**config.mk**
```make
export PLATFORM = sky130hd
export DESIGN_NAME = cbm_ctrl
export DESIGN_NICKNAME = d
export VERILOG_FILES = /design/src/hw/cbm_pkg.sv /design/src/hw/cbm_timer.sv /design/src/hw/cbm_ctrl.sv
export SDC_FILE = /design/constraint.sdc
export NUM_CORES = 1
export LEC_CHECK = 0
export BUFFER_PORTS_ARGS = -buffer_cell sky130_fd_sc_hd__buf_4
export CAP_MARGIN = 10
export CORE_UTILIZATION = 55
export DETAILED_ROUTE_END_ITERATION = 16
export PLACE_DENSITY = 0.74
export SYNTH_ARGS = -nofsm -noshare
export SYNTH_HDL_FRONTEND = slang
export SYNTH_HIERARCHICAL = 1
export SYNTH_SLANG_ARGS = --single-unit
export TNS_END_PERCENT = 50
```
**constraint.sdc**
```tcl
create_clock -name i_clock -period 4.45 [get_ports i_clock]
set_clock_uncertainty 0.05 [all_clocks]
set_input_delay 0.445 -clock i_clock [delete_from_list [all_inputs] [get_ports i_clock]]
set_output_delay 0.445 -clock i_clock [all_outputs]
set_load 0.05 [all_outputs]
```
**src/hw/cbm_pkg.sv**
```systemverilog
// Constants and types for the charger boost mode control block
package cbm_pkg;
    // ------------------------------------------------------------
    // Timing
    // ------------------------------------------------------------
    localparam int unsigned CLOCK_HZ = 20000000;
    localparam int unsigned BOOST_TIMER_S = 32;
    localparam int unsigned CRUDE_TIMER_S = 32;
    localparam int unsigned OVERLOAD_MS = 30;
    localparam int unsigned FAULT_PULSE_US = 128;
    localparam int unsigned SOFT_START_US = 1000;
    localparam int unsigned BOOST_TIMER_CYCLES = BOOST_TIMER_S * CLOCK_HZ;
    localparam int unsigned CRUDE_TIMER_CYCLES = CRUDE_TIMER_S * CLOCK_HZ;
    localparam int unsigned OVERLOAD_CYCLES = OVERLOAD_MS * (CLOCK_HZ / 1000);
    localparam int unsigned FAULT_PULSE_CYCLES = FAULT_PULSE_US * (CLOCK_HZ / 1000000);
    localparam int unsigned SOFT_START_CYCLES = SOFT_START_US * (CLOCK_HZ / 1000000);
    // ------------------------------------------------------------
    // Reset values
    // ------------------------------------------------------------
    localparam logic RST_OPERATION_SELECT = 1'h0;
    localparam logic RST_HIZ_REQUEST = 1'h0;
    localparam logic RST_MODE_32MIN = 1'h0;
    // ------------------------------------------------------------
    // Fault field positions
    // ------------------------------------------------------------
    localparam int unsigned FLT_W = 5;
    localparam int unsigned FLT_TIMER = 0;
    localparam int unsigned FLT_BUS_OV = 1;
    localparam int unsigned FLT_OVERLOAD = 2;
    localparam int unsigned FLT_BAT_RANGE = 3;
    localparam int unsigned FLT_CHARGE = 4;
    // ------------------------------------------------------------
    // Operation modes
    // ------------------------------------------------------------
    typedef enum logic [1:0] {
        CBM_HIZ = 2'h0,
        CBM_CHARGE = 2'h1,
        CBM_BOOST = 2'h3,
        CBM_CONFIG = 2'h2
    } cbm_mode_t;
endpackage : cbm_pkg

```
**src/hw/cbm_timer.sv**
```systemverilog
// Load-and-count-down timer with expiry pulse
`timescale 1ns/1ps
module cbm_timer #(
    parameter int unsigned WIDTH = 30
) (
    input wire logic i_clock,
    input wire logic i_reset,
    input wire logic i_run,
    input wire logic i_load,
    input wire logic [WIDTH-1:0] i_count,
    output logic o_expired
);
    initial begin
        if (WIDTH < 2) begin
            $error("cbm_timer width too small");
        end
    end
    logic [WIDTH-1:0] count_q;
    logic [WIDTH-1:0] count_d;
    logic expired_q;
    logic expired_d;
    always_comb begin
        count_d = count_q;
        expired_d = 1'b0;
        if (i_load || !i_run) begin
            count_d = i_count;
        end else if (count_q == '0) begin
            count_d = i_count;
            expired_d = 1'b1;
        end else begin
            count_d = count_q - 1'b1;
        end
    end
    always_ff @(posedge i_clock) begin
        if (i_reset) begin
            count_q <= '0;
            expired_q <= 1'b0;
        end else begin
            count_q <= count_d;
            expired_q <= expired_d;
        end
    end
    assign o_expired = expired_q;
endmodule : cbm_timer

```
**src/hw/cbm_ctrl.sv**
```systemverilog
// Mode selection and boost fault supervision for the charger
`timescale 1ns/1ps
module cbm_ctrl #(
    parameter int unsigned BOOST_CYCLES = cbm_pkg::BOOST_TIMER_CYCLES,
    parameter int unsigned CRUDE_CYCLES = cbm_pkg::CRUDE_TIMER_CYCLES,
    parameter int unsigned OVERLOAD_LIMIT = cbm_pkg::OVERLOAD_CYCLES,
    parameter int unsigned PULSE_CYCLES = cbm_pkg::FAULT_PULSE_CYCLES,
    parameter int unsigned SOFT_CYCLES = cbm_pkg::SOFT_START_CYCLES
) (
    input wire logic i_clock,
    input wire logic i_reset,
    input wire logic i_param_reset_wr,
    input wire logic i_operation_select_wr,
    input wire logic i_operation_select_val,
    input wire logic i_hiz_request_wr,
    input wire logic i_hiz_request_val,
    input wire logic i_timer_restart_wr,
    input wire logic i_fault_clear,
    input wire logic i_boost_request_pin,
    input wire logic i_bus_above_uvlo,
    input wire logic i_bus_overvoltage,
    input wire logic i_bus_overload,
    input wire logic i_battery_above_max,
    input wire logic i_battery_below_min,
    input wire logic i_battery_below_low,
    input wire logic i_charge_fault,
    input wire logic i_inductor_below_75ma,
    input wire logic i_output_node_droop,
    input wire logic i_low_side_over_1a,
    input wire logic i_status_pin_in,
    output logic o_operation_select_bit,
    output logic o_hiz_request_bit,
    output logic o_param_reset_bit,
    output logic o_timer_restart_bit,
    output logic o_param_defaults_load,
    output cbm_pkg::cbm_mode_t o_mode,
    output logic o_mode_32min,
    output logic o_boost_switching,
    output logic o_input_blocking_switch_linear,
    output logic o_low_side_switch_on,
    output logic [7:0] o_soft_start_level,
    output logic [cbm_pkg::FLT_W-1:0] o_fault_bits,
    output logic o_status_pin_out,
    output logic o_status_pin_oe
);
    import cbm_pkg::*;

    initial begin
        if (PULSE_CYCLES < 1 || OVERLOAD_LIMIT < 1 || SOFT_CYCLES < 1 || BOOST_CYCLES < 2 || CRUDE_CYCLES < 2) begin
            $error("cbm_ctrl counts too small");
        end
        if (PULSE_CYCLES > 32'h00000FFF || OVERLOAD_LIMIT > 32'h00100000 || BOOST_CYCLES > 32'h40000000
            || CRUDE_CYCLES > 32'h40000000) begin
            $error("cbm_ctrl counts too large");
        end
    end

    // ------------------------------------------------------------
    // Boost and crude timers
    // ------------------------------------------------------------
    logic boost_expired;
    logic crude_expired;
    logic boost_start;
    cbm_mode_t mode_q;
    cbm_mode_t mode_d;
    logic mode_32min_q;
    logic mode_32min_d;

    cbm_timer #(.WIDTH(30)) u_boost_timer (
        .i_clock(i_clock),
        .i_reset(i_reset),
        .i_run(mode_q == CBM_BOOST),
        .i_load(boost_start || i_timer_restart_wr),
        .i_count(30'(BOOST_CYCLES - 1)),
        .o_expired(boost_expired)
    );

    cbm_timer #(.WIDTH(30)) u_crude_timer (
        .i_clock(i_clock),
        .i_reset(i_reset),
        .i_run(mode_q == CBM_HIZ && i_battery_below_low && !mode_32min_q),
        .i_load(1'b0),
        .i_count(30'(CRUDE_CYCLES - 1)),
        .o_expired(crude_expired)
    );

    // ------------------------------------------------------------
    // Control bits and faults
    // ------------------------------------------------------------
    logic opsel_q;
    logic opsel_d;
    logic hiz_q;
    logic hiz_d;
    logic prst_q;
    logic prst_d;
    logic trst_q;
    logic trst_d;
    logic [FLT_W-1:0] flt_q;
    logic [FLT_W-1:0] flt_d;
    logic [FLT_W-1:0] new_flt;
    logic [19:0] ovl_q;
    logic [19:0] ovl_d;
    logic boosting;
    logic boost_req;
    logic ovl_fault;

    assign boosting = (mode_q == CBM_BOOST);
    assign boost_req = i_boost_request_pin || opsel_q;
    assign ovl_fault = boosting && i_bus_overload && (ovl_q >= 20'(OVERLOAD_LIMIT - 1));

    always_comb begin
        opsel_d = opsel_q;
        hiz_d = hiz_q;
        prst_d = 1'b0;
        trst_d = i_timer_restart_wr;
        ovl_d = (boosting && i_bus_overload) ? ovl_q + 20'h00001 : 20'h00000;
        new_flt = '0;
        new_flt[FLT_TIMER] = boosting && boost_expired;
        new_flt[FLT_BUS_OV] = boosting && i_bus_overvoltage;
        new_flt[FLT_OVERLOAD] = ovl_fault;
        new_flt[FLT_BAT_RANGE] = boosting && (i_battery_above_max || i_battery_below_min);
        new_flt[FLT_CHARGE] = (mode_q == CBM_CHARGE) && i_charge_fault;
        if (i_operation_select_wr) begin
            opsel_d = i_operation_select_val;
        end
        if (i_hiz_request_wr) begin
            hiz_d = i_hiz_request_val;
        end
        if (i_param_reset_wr) begin
            prst_d = 1'b1;
            opsel_d = RST_OPERATION_SELECT;
            hiz_d = RST_HIZ_REQUEST;
        end
        if (|new_flt[FLT_BAT_RANGE:FLT_BUS_OV]) begin
            opsel_d = 1'b0;
        end
        flt_d = (i_fault_clear ? '0 : flt_q) | new_flt;
    end

    always_ff @(posedge i_clock) begin
        if (i_reset) begin
            opsel_q <= RST_OPERATION_SELECT;
            hiz_q <= RST_HIZ_REQUEST;
            prst_q <= 1'b0;
            trst_q <= 1'b0;
            flt_q <= '0;
            ovl_q <= 20'h00000;
        end else begin
            opsel_q <= opsel_d;
            hiz_q <= hiz_d;
            prst_q <= prst_d;
            trst_q <= trst_d;
            flt_q <= flt_d;
            ovl_q <= ovl_d;
        end
    end

    // ------------------------------------------------------------
    // Mode selection
    // ------------------------------------------------------------
    logic boost_block;
    assign boost_block = flt_q[FLT_OVERLOAD] || flt_q[FLT_TIMER];
    assign boost_start = (mode_q != CBM_BOOST) && (mode_d == CBM_BOOST);

    always_comb begin
        mode_32min_d = mode_32min_q;
        if (crude_expired) begin
            mode_32min_d = 1'b1;
        end
        if (i_param_reset_wr) begin
            mode_32min_d = RST_MODE_32MIN;
        end
        if (mode_32min_q && !i_bus_above_uvlo) begin
            mode_d = CBM_HIZ;
        end else if (hiz_q && !i_boost_request_pin) begin
            mode_d = CBM_HIZ;
        end else if (boost_req && !mode_32min_q) begin
            if (|new_flt || boost_block || i_bus_overvoltage || i_battery_above_max || i_battery_below_min) begin
                mode_d = CBM_CONFIG;
            end else begin
                mode_d = CBM_BOOST;
            end
        end else if (!i_bus_above_uvlo) begin
            mode_d = CBM_HIZ;
        end else if (i_charge_fault) begin
            mode_d = CBM_CONFIG;
        end else begin
            mode_d = CBM_CHARGE;
        end
    end

    always_ff @(posedge i_clock) begin
        if (i_reset) begin
            mode_q <= CBM_CHARGE;
            mode_32min_q <= RST_MODE_32MIN;
        end else begin
            mode_q <= mode_d;
            mode_32min_q <= mode_32min_d;
        end
    end

    // ------------------------------------------------------------
    // Boost power stage control
    // ------------------------------------------------------------
    logic pfm_idle_q;
    logic pfm_idle_d;
    logic [7:0] soft_q;
    logic [7:0] soft_d;
    logic [15:0] soft_div_q;
    logic [15:0] soft_div_d;
    logic sw_q;
    logic sw_d;
    logic ls_q;
    logic ls_d;
    logic lin_q;
    logic lin_d;

    always_comb begin
        pfm_idle_d = pfm_idle_q;
        soft_d = soft_q;
        soft_div_d = soft_div_q;
        if (!boosting || boost_start) begin
            pfm_idle_d = 1'b0;
            soft_d = 8'h00;
            soft_div_d = 16'h0000;
        end else begin
            if (i_inductor_below_75ma) begin
                pfm_idle_d = 1'b1;
            end else if (i_output_node_droop) begin
                pfm_idle_d = 1'b0;
            end
            if (soft_q != 8'hFF) begin
                if (soft_div_q >= 16'((SOFT_CYCLES + 254) / 255 - 1)) begin
                    soft_div_d = 16'h0000;
                    soft_d = soft_q + 8'h01;
                end else begin
                    soft_div_d = soft_div_q + 16'h0001;
                end
            end
        end
        sw_d = (mode_d == CBM_BOOST) && boosting && !pfm_idle_d;
        ls_d = sw_d && !i_low_side_over_1a;
        lin_d = boosting && i_bus_overload;
    end

    always_ff @(posedge i_clock) begin
        if (i_reset) begin
            pfm_idle_q <= 1'b0;
            soft_q <= 8'h00;
            soft_div_q <= 16'h0000;
            sw_q <= 1'b0;
            ls_q <= 1'b0;
            lin_q <= 1'b0;
        end else begin
            pfm_idle_q <= pfm_idle_d;
            soft_q <= soft_d;
            soft_div_q <= soft_div_d;
            sw_q <= sw_d;
            ls_q <= ls_d;
            lin_q <= lin_d;
        end
    end

    // ------------------------------------------------------------
    // Status pin fault pulse
    // ------------------------------------------------------------
    logic [11:0] pulse_q;
    logic [11:0] pulse_d;
    logic [FLT_W-1:0] cond_q;
    logic oe_q;
    logic oe_d;

    always_comb begin
        pulse_d = pulse_q;
        if ((new_flt & ~cond_q) != '0) begin
            pulse_d = 12'(PULSE_CYCLES);
        end else if (pulse_q != 12'h000) begin
            pulse_d = pulse_q - 12'h001;
        end
        oe_d = (pulse_d != 12'h000);
    end

    always_ff @(posedge i_clock) begin
        if (i_reset) begin
            pulse_q <= 12'h000;
            cond_q <= '0;
            oe_q <= 1'b0;
        end else begin
            pulse_q <= pulse_d;
            cond_q <= new_flt;
            oe_q <= oe_d;
        end
    end

    // ------------------------------------------------------------
    // Outputs
    // ------------------------------------------------------------
    assign o_operation_select_bit = opsel_q;
    assign o_hiz_request_bit = hiz_q;
    assign o_param_reset_bit = prst_q;
    assign o_timer_restart_bit = trst_q;
    assign o_param_defaults_load = prst_q;
    assign o_mode = mode_q;
    assign o_mode_32min = mode_32min_q;
    assign o_boost_switching = sw_q;
    assign o_input_blocking_switch_linear = lin_q;
    assign o_low_side_switch_on = ls_q;
    assign o_soft_start_level = soft_q;
    assign o_fault_bits = flt_q;
    assign o_status_pin_out = 1'b0;
    assign o_status_pin_oe = oe_q;
endmodule : cbm_ctrl

```
# Word-level counts from Yosys, hierarchy flattened
# Index checks and enable logic that the tools add are counted.
# word_totals
regBits	140
in_bits	21
elab_cells	108
# classes
add_sub_neg	6
order_cmp	2
n_eq_ne	5
muxes	20
bitwise	5
n_reduce_logical	47
# op_table
cell	n
$mux W30	4
$logic_not A30 Y1	2
$sub A30 B1 Y30 const B	2
$mux W12	2
$reduce_bool A12 Y1	2
$add A20 B1 Y20 const B	1
$ge A20 B20 Y1 const B	1
$add A16 B1 Y16 const B	1
$ge A16 B7 Y1 const B	1
$mux W16	1
$logic_and A1 B1 Y1	15
$sub A12 B1 Y12 const B	1
$logic_or A1 B1 Y1	10
$mux W2	5
$reduce_or A2 Y1	5
$reduce_or A5 Y1	2
$add A8 B1 Y8 const B	1
$ne A8 B8 Y1 const B	1
$mux W1	7
$logic_not A1 Y1	6
$reduce_or A3 Y1	2
$and A5 B5 Y5	1
$mux W5	1
$not A5 Y5	1
other kinds (8)	10

# Longest topological paths before layout
# Gate-level depths: netlist of the first run.
# depth
depth_word	19
mapped_depth	11

# Cells and area by module
# The synthesis of the first run kept the hierarchy.
# modules_own_cells
module	instances	cells_each	area_each_um2
cbm_ctrl	1	398	3533.4
cbm_timer	2	192	1636.6

# Worst setup path before layout of the first run
# Ideal clock, no wire load.
# synth_timing
path_kind	reg-to-reg
start	register mode_q[1] (netlist: o_mode[1])
end	register u_boost_timer.count_q[17]
setup_time_ns	0.086
arrival_time_ns	2.511
required_ns	4.314
setup_slack_ns	1.803
path_stages_with_launch	11
n_path_buf	2
period_less_slack_ns	2.647
path_cell_list	dfxtp_1 > mux2_2 > a211oi_1 > nand2b_1 > a41o_1 > nor2b_1 > o31a_1 > buf_6 > clkbuf_1 > nor2_1 > a211oi_1
# synth_via
elab_chain_len	17
word_cells_on_any_way	24
# synth_rtl
element	line	rtl
start: declaration	cbm_ctrl.sv:64	cbm_mode_t mode_q;
start signal: assignment	cbm_ctrl.sv:197	mode_q <= mode_d;
$eq A2 B2 Y1	cbm_ctrl.sv:72, cbm_ctrl.sv:107	
$logic_and A1 B1 Y1 (2 in series)	cbm_ctrl.sv:109	assign ovl_fault = boosting && i_bus_overload && (ovl_q >= 20'(OVERLOAD_LIMIT - 1));
$reduce_or A5 Y1	cbm_ctrl.sv:178	if (|new_flt || boost_block || i_bus_overvoltage || i_battery_above_max || i_battery_below_min) begin
$logic_or A1 B1 Y1 (4 in series)	cbm_ctrl.sv:178	
$mux W1	cbm_ctrl.sv:178	
$mux W2	cbm_ctrl.sv:177	end else if (boost_req && !mode_32min_q) begin
$mux W2	cbm_ctrl.sv:175	end else if (hiz_q && !i_boost_request_pin) begin
$mux W2	cbm_ctrl.sv:173	if (mode_32min_q && !i_bus_above_uvlo) begin
$eq A2 B2 Y1	cbm_ctrl.sv:163	assign boost_start = (mode_q != CBM_BOOST) && (mode_d == CBM_BOOST);
$logic_and A1 B1 Y1	cbm_ctrl.sv:163	
$logic_or A1 B1 Y1	cbm_ctrl.sv:73	.i_load(boost_start || i_timer_restart_wr),
$logic_or A1 B1 Y1 *	cbm_timer.sv:25	if (i_load || !i_run) begin
$reduce_or A3 Y1 (no source line) *	-	
end signal: assignment	cbm_timer.sv:39	count_q <= count_d;
end: declaration	cbm_timer.sv:18	logic [WIDTH-1:0] count_q;
# Every way passes the cells marked *; elsewhere a longest branch is shown, timed or not.
# A chain may end at the register's enable or synchronous reset.

# Final worst setup path of the first run
# layout_timing
start	register mode_q[1] (netlist: o_mode[1])
end	register u_crude_timer.count_q[14]
# layout_via
elab_chain_len	5
# layout_rtl
element	line	rtl
$logic_not A2 Y1	cbm_ctrl.sv:81	.i_run(mode_q == CBM_HIZ && i_battery_below_low && !mode_32min_q),
$logic_and A1 B1 Y1 (2 in series)	cbm_ctrl.sv:81	
$not A1 Y1 (no source line)	-	
$reduce_or A3 Y1 (no source line)	-	
end signal: assignment	cbm_timer.sv:39	
end: declaration	cbm_timer.sv:18	
# Every way passes these cells.

==> results of run 1 <==
-- cells by family (layout without fill, tap and decap cells) --
logic type                 after synthesis  after routing  synth area share [%]
AOI/OAI and AO/OA                      130            130                  13.9
xor gates and xnor gates                84             84                  10.8
adders and majority gates                9              9                  1.62
buffers and inverters                   53             98                  3.95
DFF                                    140            140                  41.2
muxes                                   10             10                  1.49
other                                    2             65                 0.110
and+or+nand+nor                        354            354                  27.0
-- state kept, by name, indices dropped and copies added, names as in the netlist --
signal	count
o_timer_restart_bit	1
o_status_pin_oe	1
o_param_defaults_load	1
cond_q	5
ovl_q	20
o_fault_bits	5
o_boost_switching	1
u_boost_timer/count_q	30
u_crude_timer/o_expired	1
o_input_blocking_switch_linear	1
o_mode_32min	1
o_soft_start_level	8
pfm_idle_q	1
o_low_side_switch_on	1
soft_div_q	16
u_crude_timer/count_q	30
o_mode	2
pulse_q	12
o_hiz_request_bit	1
u_boost_timer/o_expired	1
o_operation_select_bit	1
-- synthesized netlist by cell type (all sizes together), types with 7 or more instances --
cell type / number
a211oi: 56
nand2: 31
or3: 17
inv: 19
nor3: 37
or2: 8
or4: 13
dfxtp: 140
a21oi: 21
o211ai: 9
a31oi: 7
clkbuf: 19
xnor2: 52
nor2: 146
and3: 11
nand4: 12
nand3: 14
nor2b: 7
xor2: 32
mux2i: 9
buf: 15
nor4: 21
ha: 8
-- critical path: stages, from the launching register on --
cell      delay (ns)
dfxtp_1         0.37
nor4b_1         0.49
nor2b_1         0.50
o31a_1          0.94
buf_4           0.34
nor2_1          0.06
a211oi_1        0.22
-- power by group through the flow --
| stage | logic, mW | registers (mW) | clock network, mW |
|---|---|---|---|
| after CTS | 0.865 | 1.46 | 1.40 |
| after floorplan | 0.736 | 1.46 | 0 |
| after global placement | 0.836 | 1.48 | 0 |
| after detailed placement | 0.857 | 1.49 | 0 |
| final | 0.873 | 1.46 | 1.37 |
| after global routing | 0.977 | 1.48 | 1.46 |
-- final cells by class --
type                            instances  area [sq um]
Clock buffer                           23           488
Multi-Input combinational cell        652          3970
Sequential cell                       140          2800
Fill cell                            1004          4070
Tap cell                              168           210
Inverter                               19          71.3
Clock inverter                          8          90.1
Timing Repair Buffer                   48           360
-- how the worst max path moves through the flow --
| stage | start | end | slack [ns] | cells past startpoint |
|---|---|---|---|---|
| after floorplan | o_mode[1] | u_boost_timer/count_q[17] | 1.80 | 10 |
| after CTS | o_mode[1] | u_crude_timer/count_q[20] | 1.37 | 6 |
| after global placement | i_battery_below_low | u_crude_timer/count_q[13] | 1.41 | 7 |
| final | o_mode[1] | u_crude_timer/count_q[14] | 1.37 | 6 |
| after global routing | o_mode[1] | u_crude_timer/count_q[14] | 1.09 | 6 |
| after detailed placement | i_battery_below_low | u_crude_timer/count_q[14] | 1.31 | 7 |
-- layer usage --
layer | share of wire (%) | track usage, %
met5 | 0 | 0
met3 | 3.4 | 4.93
met2 | 49 | 40.5
met1 | 46 | 29.8
met4 | 0.98 | 9.12
==> results.py, run 1 <==
metrics = {
    "logic_synthesis": {
        "synth_cells": 782,
        "synthFlopType": "dfxtp_1",
        "synth_edf_count": 0,
        "yosys_warnings": 6,
        "synth_area_leader_cell": "dfxtp_1",
        "synthDominantCellAreaShare_pct": 41.2,
        "yosys_register_bits": 140,
        "synth.yosys.seq_area_share_pct": 41.2,
        "avgSynthCellArea_sq_um": 8.70,
        "yosysUniqueCellTypes": 62,
        "synth_area_sq_um": 6810,
        "ys_top_cells_by_area": "dfxtp_1 41%, nor2_1 8.1%, xnor2_1 6.7%",
        "ys_async_sr_fraction_pct": 0,
    },
    "pwr": {
        "power_density_nw_per_um2": 464,
        "power.total_mw": 3.71,
        "p_int_mw": 2.59,
        "ir_drop_mv": 0.368,
        "seqPwrFrac_pct": 39.5,
        "p_leak_nw": 3.03,
        "switchingPower_mw": 1.12,
        "pwr-share-clk_pct": 37.0,
        "pwr-share-comb_pct": 23.5,
        "switching_share_pct": 30.2,
    },
    "global_route": {
        "antenna_found_initial": 0,
        "grt_pass1_vias": 5381,
        "grt_overflow_total": 0,
        "grt_pass1_wl_mm": 24.7,
        "grt_use_total_pct": 23.9,
        "grt_max_degree": 73,
    },
    "sta": {
        "hold_viol": 0,
        "tightest_slew_ns": 1.07,
        "relSlewSlack_pct": 28.5,
        "grt_setup_unrepaired": "no",
        "setup_violations": 0,
        "fmax_mhz": 325,
        "min_period_ns": 3.08,
        "fin_ws_ns": 1.37,
        "finalHoldWorstSlack_ns": 0.138,
        "maxSlewViolCount": 0,
        "finalSetupTns_ns": 0,
        "period_share_pct": 69.3,
    },
    "place": {
        "pre_cts_ws_ns": 1.31,
        "dp_hpwl_mm": 9.92,
        "port-buffer-count": 44,
        "dp.cells": 1027,
        "placed_area_sq_um": 7420,
        "place_congestion": 0.859,
    },
    "floorplan": {
        "die_y_microns": 113,
        "dieArea_sq_um": 12800,
        "ioPinCount": 47,
        "rows": 40,
        "die_w_microns": 113,
        "start_util_pct": 56.4,
        "core_area_sq_um": 12100,
    },
    "critical_path": {
        "r2r_end": "u_crude_timer/count_q[14]",
        "cp-start-kind": "flip-flop",
        "worstPathRequired_ns": 4.72,
        "critPathKind": "flip-flop to flip-flop",
        "worstRegToRegCells": 6,
        "ff2ff_setup_slack_ns": 1.37,
        "crit_arrival_ns": 3.36,
        "critPathCaptureType": "flip-flop",
        "r2r-start": "o_mode[1]",
        "crit_fanout": 30,
    },
    "clock_tree": {
        "cts_tree": "done",
        "cts_resized": 0,
        "h-tree-depth": 4,
        "clk_latency_ns": 0.42,
        "clk_pin_slew_worst_paths_ns": 0.06,
        "clockRootBuffer": "clkbuf_16",
        "postCtsSetupRepairBufs": 0,
        "numCtsBuffers": 17,
        "cts_sinks": 140,
        "ctsHoldBuffers": 0,
        "clk_path_buf_depth": 2,
    },
    "drt": {
        "ant_nets": 0,
        "drc": 0,
        "wl_per_cell_microns": 13.6,
        "dr.pass1.iters": 5,
        "initialDrtViolationCount": 428,
        "wl_mm": 14.4,
        "dr_total_vias": 5698,
        "via_per_inst": 5.39,
    },
    "min_path": {
        "worstHoldStart": "i_low_side_over_1a",
        "whs_endpoint": "o_low_side_switch_on",
        "hold_path_class": "input port to flip-flop",
        "hold_depth": 2,
    },
    "cells_and_area": {
        "final_common_cell": "nor2_1",
        "final_nets": 907,
        "layout_common_cells": "146 x nor2_1, 140 x dfxtp_1, 65 x conb_1",
        "post_route_cells_drive_above_1_share_pct": 10.9,
        "n_antenna_cell": 0,
        "area_growth_pct": 17.4,
        "post_layout_nonfiller_instances": 1058,
        "post-route-util_pct": 66.3,
        "postLayoutCellArea_sq_um": 7990,
    },
    "run": {
        "maxCapViolations": 0,
    },
    "run_status": {
        "status": "complete, no violations",
    },
}
Note: power is estimated with default switching activity, not from simulation.
==> run 2, diff against run 1 <==
clock period = 3.2 ns   (was 4.45 ns; I/O delays follow)
==> run 2 against run 1 <==
Against the previous run: clock power increased by 55%; worst setup slack lost 0.78 ns; critical path depth shrank 1; first-iteration DRC count decreased by 18%; final cell count up 0.19%; via count rose by 0.21%; die area is the same; fmax up 18%; design area is 1.1% higher; largest cell class unchanged; highest routed layer unchanged.
==> results.py, run 2 (synthesis results as in run 1) <==
metrics = {
    "run_status": {
        "status": "complete, no violations",
    },
    "clock_tree": {
        "h-tree-depth": 4,
        "clockRootBuffer": "clkbuf_16",
        "clk_pin_slew_worst_paths_ns": 0.06,
        "cts_tree": "done",
        "clk_latency_ns": 0.42,
        "clk_path_buf_depth": 2,
        "numCtsBuffers": 17,
        "cts_sinks": 140,
    },
    "global_route": {
        "grt_pass1_wl_mm": 25.0,
        "grt_pass1_vias": 5583,
        "grt_use_total_pct": 24.5,
        "grt_max_degree": 72,
        "antenna_found_initial": 0,
        "grt_overflow_total": 0,
    },
    "critical_path": {
        "path_delay_family": "simple AND/OR/NAND/NOR gates",
        "crit_arrival_ns": 2.90,
        "worstRegToRegCells": 5,
        "critPathCaptureType": "flip-flop",
        "critPathKind": "flip-flop to flip-flop",
        "r2r-start": "u_boost_timer/count_q[12]",
        "cp_slowest_cell": "or4_1",
        "worstPathRequired_ns": 3.48,
        "crit_fanout": 41,
        "ff2ff_setup_slack_ns": 0.59,
        "path_cells": "or4_1, nand4b_1, o31a_1, buf_4, a311oi_1",
        "critPathMaxStageDelay_ns": 0.60,
        "r2r_end": "u_boost_timer/count_q[6]",
        "cp-start-kind": "flip-flop",
        "critPathBufInv": 1,
    },
    "pwr": {
        "power_density_nw_per_um2": 666,
        "seqPwrFrac_pct": 37.9,
        "switching_share_pct": 30.0,
        "ir_drop_mv": 0.388,
        "p_int_mw": 3.77,
        "pwr-share-comb_pct": 22.7,
        "pwr-share-clk_pct": 39.4,
        "switchingPower_mw": 1.61,
        "p_leak_nw": 3.06,
    },
    "floorplan": {
        "rows": 40,
        "start_util_pct": 56.4,
        "core_area_sq_um": 12100,
        "die_y_microns": 113,
        "ioPinCount": 47,
        "die_w_microns": 113,
        "dieArea_sq_um": 12800,
    },
    "sta": {
        "hold_viol": 0,
        "min_period_ns": 2.61,
        "fmax_mhz": 382,
        "tightest_slew_ns": 0.749,
        "maxSlewViolCount": 0,
        "finalHoldWorstSlack_ns": 0.0564,
        "grt_setup_unrepaired": "no",
        "period_share_pct": 81.7,
        "finalSetupTns_ns": 0,
        "relSlewSlack_pct": 49.6,
        "setup_violations": 0,
    },
    "cells_and_area": {
        "final_common_cell": "nor2_1",
        "area_growth_pct": 18.7,
        "largestRegisters": "u_boost_timer/count_q: 30 flops, u_crude_timer/count_q: 30 flops, ovl_q: 20 flops",
        "post_route_cells_drive_above_1_share_pct": 11.2,
        "layout_common_cells": "146 x nor2_1, 140 x dfxtp_1, 65 x conb_1",
        "final_nets": 908,
        "n_antenna_cell": 0,
    },
    "min_path": {
        "worstHoldStart": "i_param_reset_wr",
        "hold_path_class": "input port to flip-flop",
        "whs_endpoint": "o_mode_32min",
        "hold_depth": 2,
    },
    "place": {
        "place_congestion": 0.826,
        "port-buffer-count": 44,
        "dp_hpwl_mm": 9.94,
    },
    "drt": {
        "dr.pass1.iters": 7,
        "ant_nets": 0,
        "dr_total_vias": 5710,
        "wl_per_cell_microns": 13.8,
        "wl_mm": 14.6,
        "initialDrtViolationCount": 353,
        "drc": 0,
        "via_per_inst": 5.39,
    },
    "run": {
        "maxCapViolations": 0,
    },
}
-- run 2: area by class of cell --
type / count / area [sq um]
Sequential cell: 140 / 2800
Clock buffer: 21 / 480
Inverter: 19 / 71.3
Multi-Input combinational cell: 652 / 3970
Clock inverter: 11 / 164
Timing Repair Buffer: 49 / 383
Fill cell: 1021 / 3980
Tap cell: 168 / 210
-- run 2: per-stage QoR --
step	utilization [%]	area [sq um]	total power, mW	std cells	worst slack [ns]
after floorplan	-	7040	3.05	845	0.553
after global placement	61.6	7430	3.24	1027	0.626
after detailed placement	61.6	7430	3.28	1027	0.579
after CTS	67.0	8080	5.41	1060	0.578
after global routing	67.0	8080	5.66	1060	0.315
final	67.0	8080	5.38	1060	0.585
-- run 2: per-layer routing --
layer	global-route usage [%]	wire (microns)	share of wire, %	up-vias
li1	-	-	-	2941
met1	28.1	6530	45	2625
met2	43.6	7240	50	112
met3	5.89	504	3.5	32
met4	10.1	315	2.2	0
met5	0	0	0	-
-- run 2: power by group through the flow --
stage | logic, mW | clock network, mW | registers [mW]
CTS | 1.22 | 2.16 | 2.04
global route | 1.37 | 2.23 | 2.06
global placement | 1.18 | 0 | 2.06
floorplan | 1.02 | 0 | 2.03
finish | 1.22 | 2.12 | 2.04
detailed placement | 1.21 | 0 | 2.07
-- run 2: how the worst max path moves through the flow --
stage	startpoint	to	slack [ns]	cells past startpoint
floorplan	o_mode[1]	u_boost_timer/count_q[17]	0.55	10
global placement	i_boost_request_pin	u_boost_timer/count_q[1]	0.63	10
detailed placement	i_boost_request_pin	u_boost_timer/count_q[1]	0.58	10
CTS	u_crude_timer/count_q[12]	u_crude_timer/count_q[18]	0.58	5
global route	o_mode[1]	u_boost_timer/count_q[14]	0.31	9
finish	u_boost_timer/count_q[12]	u_boost_timer/count_q[6]	0.59	5
-- run 2: what timing repair did --
item | 4_1_cts | 5_1_grt
hold endpoints to repair | 1 | 0
hold buffers | 1 | 0
endpoints found under the setup margin | 0 | 0
setup buffers | 0 | 0
resized for setup | 0 | 0
==> run 3, diff against run 2 <==
clock period = 2.6 ns   (was 3.2 ns; I/O delays follow)
==> run 3 against run 2 <==
Against the previous run: via count is 1.5% higher; count of clock-buffer cells in the layout down 1; sequential share of layout area is 0.49 points lower; critical endpoint is now u_crude_timer/count_q[6]; clock power up 20%; utilization is 0.99 points higher; sequential power up 23%; die area unchanged; largest power group unchanged; register-to-register slack got worse by 0.47 ns; design area up 1.5%; final cell count is 1.4% higher; routed wire length about the same; worst hold slack got worse by 0.044 ns; critical path type unchanged.
==> results.py, run 3 (synthesis results as in run 1) <==
metrics = {
    "sta": {
        "maxSlewViolCount": 0,
        "hold_viol": 0,
        "tightest_slew_ns": 0.668,
        "setup_violations": 0,
        "period_share_pct": 95.6,
        "finalSetupTns_ns": 0,
        "fmax_mhz": 402,
        "relSlewSlack_pct": 55.0,
        "grt_setup_unrepaired": "no",
        "finalHoldWorstSlack_ns": 0.0126,
        "min_period_ns": 2.49,
    },
    "floorplan": {
        "core_area_sq_um": 12100,
        "dieArea_sq_um": 12800,
        "rows": 40,
        "ioPinCount": 47,
        "die_y_microns": 113,
        "start_util_pct": 56.4,
        "die_w_microns": 113,
    },
    "cells_and_area": {
        "area_growth_pct": 20.5,
        "layout_common_cells": "146 x nor2_1, 139 x dfxtp_1, 65 x conb_1",
        "n_antenna_cell": 0,
        "final_nets": 923,
        "final_common_cell": "nor2_1",
        "post_layout_nonfiller_instances": 1075,
        "post_route_cells_drive_above_1_share_pct": 12.8,
        "post-route-util_pct": 68.0,
        "largestRegisters": "u_boost_timer/count_q: 30 flops, u_crude_timer/count_q: 30 flops, ovl_q: 20 flops",
    },
    "place": {
        "place_congestion": 0.889,
        "dp.cells": 1041,
        "dp_hpwl_mm": 10.2,
        "port-buffer-count": 44,
    },
    "drt": {
        "initialDrtViolationCount": 318,
        "met3WireLength_microns": 506,
        "wl_met1_mm": 6.70,
        "via_per_inst": 5.39,
        "wl_met2_mm": 7.16,
        "wl_per_cell_microns": 13.6,
        "dr.pass1.iters": 4,
        "ant_nets": 0,
        "drc": 0,
        "routed.top_layer": "met4",
        "dr_total_vias": 5798,
        "wl_mm": 14.6,
    },
    "pwr": {
        "switchingPower_mw": 1.96,
        "pwr-share-clk_pct": 38.8,
        "power.total_mw": 6.57,
        "p_leak_nw": 3.12,
        "p_int_mw": 4.60,
        "switching_share_pct": 29.9,
        "pwr-share-comb_pct": 23.0,
        "seqPwrFrac_pct": 38.2,
        "ir_drop_mv": 0.424,
        "power_density_nw_per_um2": 801,
    },
    "critical_path": {
        "path_cells": "or4_1, or4_4, o31a_1, buf_12, a311oi_1",
        "critPathMaxStageDelay_ns": 0.59,
        "crit_fanout": 30,
        "critPathBufInv": 1,
        "critPathKind": "flip-flop to flip-flop",
        "critPathCaptureType": "flip-flop",
        "crit_arrival_ns": 2.77,
        "cp-start-kind": "flip-flop",
        "path_delay_family": "simple AND/OR/NAND/NOR gates",
        "worstPathRequired_ns": 2.88,
        "cp_slowest_cell": "or4_1",
    },
    "global_route": {
        "grt_max_degree": 42,
        "grt_pass1_wl_mm": 25.1,
        "grt_overflow_total": 0,
        "antenna_found_initial": 0,
        "grt_use_total_pct": 24.3,
        "grt_pass1_vias": 5645,
    },
    "clock_tree": {
        "cts_sinks": 140,
        "clk_pin_slew_worst_paths_ns": 0.06,
        "clockRootBuffer": "clkbuf_16",
        "clk_latency_ns": 0.43,
        "numCtsBuffers": 17,
        "clk_path_buf_depth": 2,
        "cts_tree": "done",
        "h-tree-depth": 4,
    },
    "run": {
        "maxCapViolations": 0,
    },
    "min_path": {
        "hold_path_class": "input port to flip-flop",
    },
    "run_status": {
        "status": "complete, no violations",
    },
}
[run 3: final cells by class]
cell class | instances | area, sq um
multi-input cells | 652 | 3980
fillers | 975 | 3860
flip-flops and latches | 140 | 2800
repair buffers | 64 | 510
clock buffers | 20 | 457
well taps | 168 | 210
clock inverters | 12 | 169
inverters | 19 | 71.3
[run 3: tightest hold or removal path, cell delays in order]
cell and delay (ns):
buf_4 0.08, a21oi_1 0.04, nor2_1 0.07
[run 3: power groups by stage]
| stage | registers, mW | clock network [mW] | logic (mW) |
|---|---|---|---|
| 6_report | 2.51 | 2.55 | 1.51 |
| 3_3_place_gp | 2.54 | 0 | 1.45 |
| 3_5_place_dp | 2.55 | 0 | 1.48 |
| 4_1_cts | 2.51 | 2.58 | 1.50 |
| 2_1_floorplan | 2.50 | 0 | 1.26 |
| 5_1_grt | 2.54 | 2.68 | 1.67 |
[run 3: layer usage]
| metal | vias up | track usage, % |
|---|---|---|
| met5 | - | 0 |
| met4 | 0 | 9.74 |
| met3 | 20 | 5.57 |
| met2 | 99 | 42.4 |
| met1 | 2714 | 28.8 |
| li1 | 2965 | - |
[run 3: path summary, 6_finish.rpt]
check,start,endpoint,slack [ns],cells past startpoint
setup / recovery,u_crude_timer/count_q[18],u_crude_timer/count_q[6],0.11,5
hold / removal,i_inductor_below_75ma,pfm_idle_q,0.01,3
setup reg to reg,u_crude_timer/count_q[18],u_crude_timer/count_q[6],0.11,5
hold reg to reg,o_fault_bits[4],o_fault_bits[4],0.41,1
[run 3: metrics by stage]
stage                     instance area [sq um]  setup slack [ns]
after floorplan                            7040            0.0376
after global placement                     7550             0.219
after detailed placement                   7550             0.112
after CTS                                  8190            0.0865
after global routing                       8200            0.0276
final                                      8200             0.113
[run 3: what timing repair did]
item | in CTS | in global routing
endpoints found under the setup margin | 0 | 27
gates resized for setup | 0 | 2
hold endpoints to repair | 3 | 0
buffers inserted | 0 | 0
hold buffers | 2 | 0
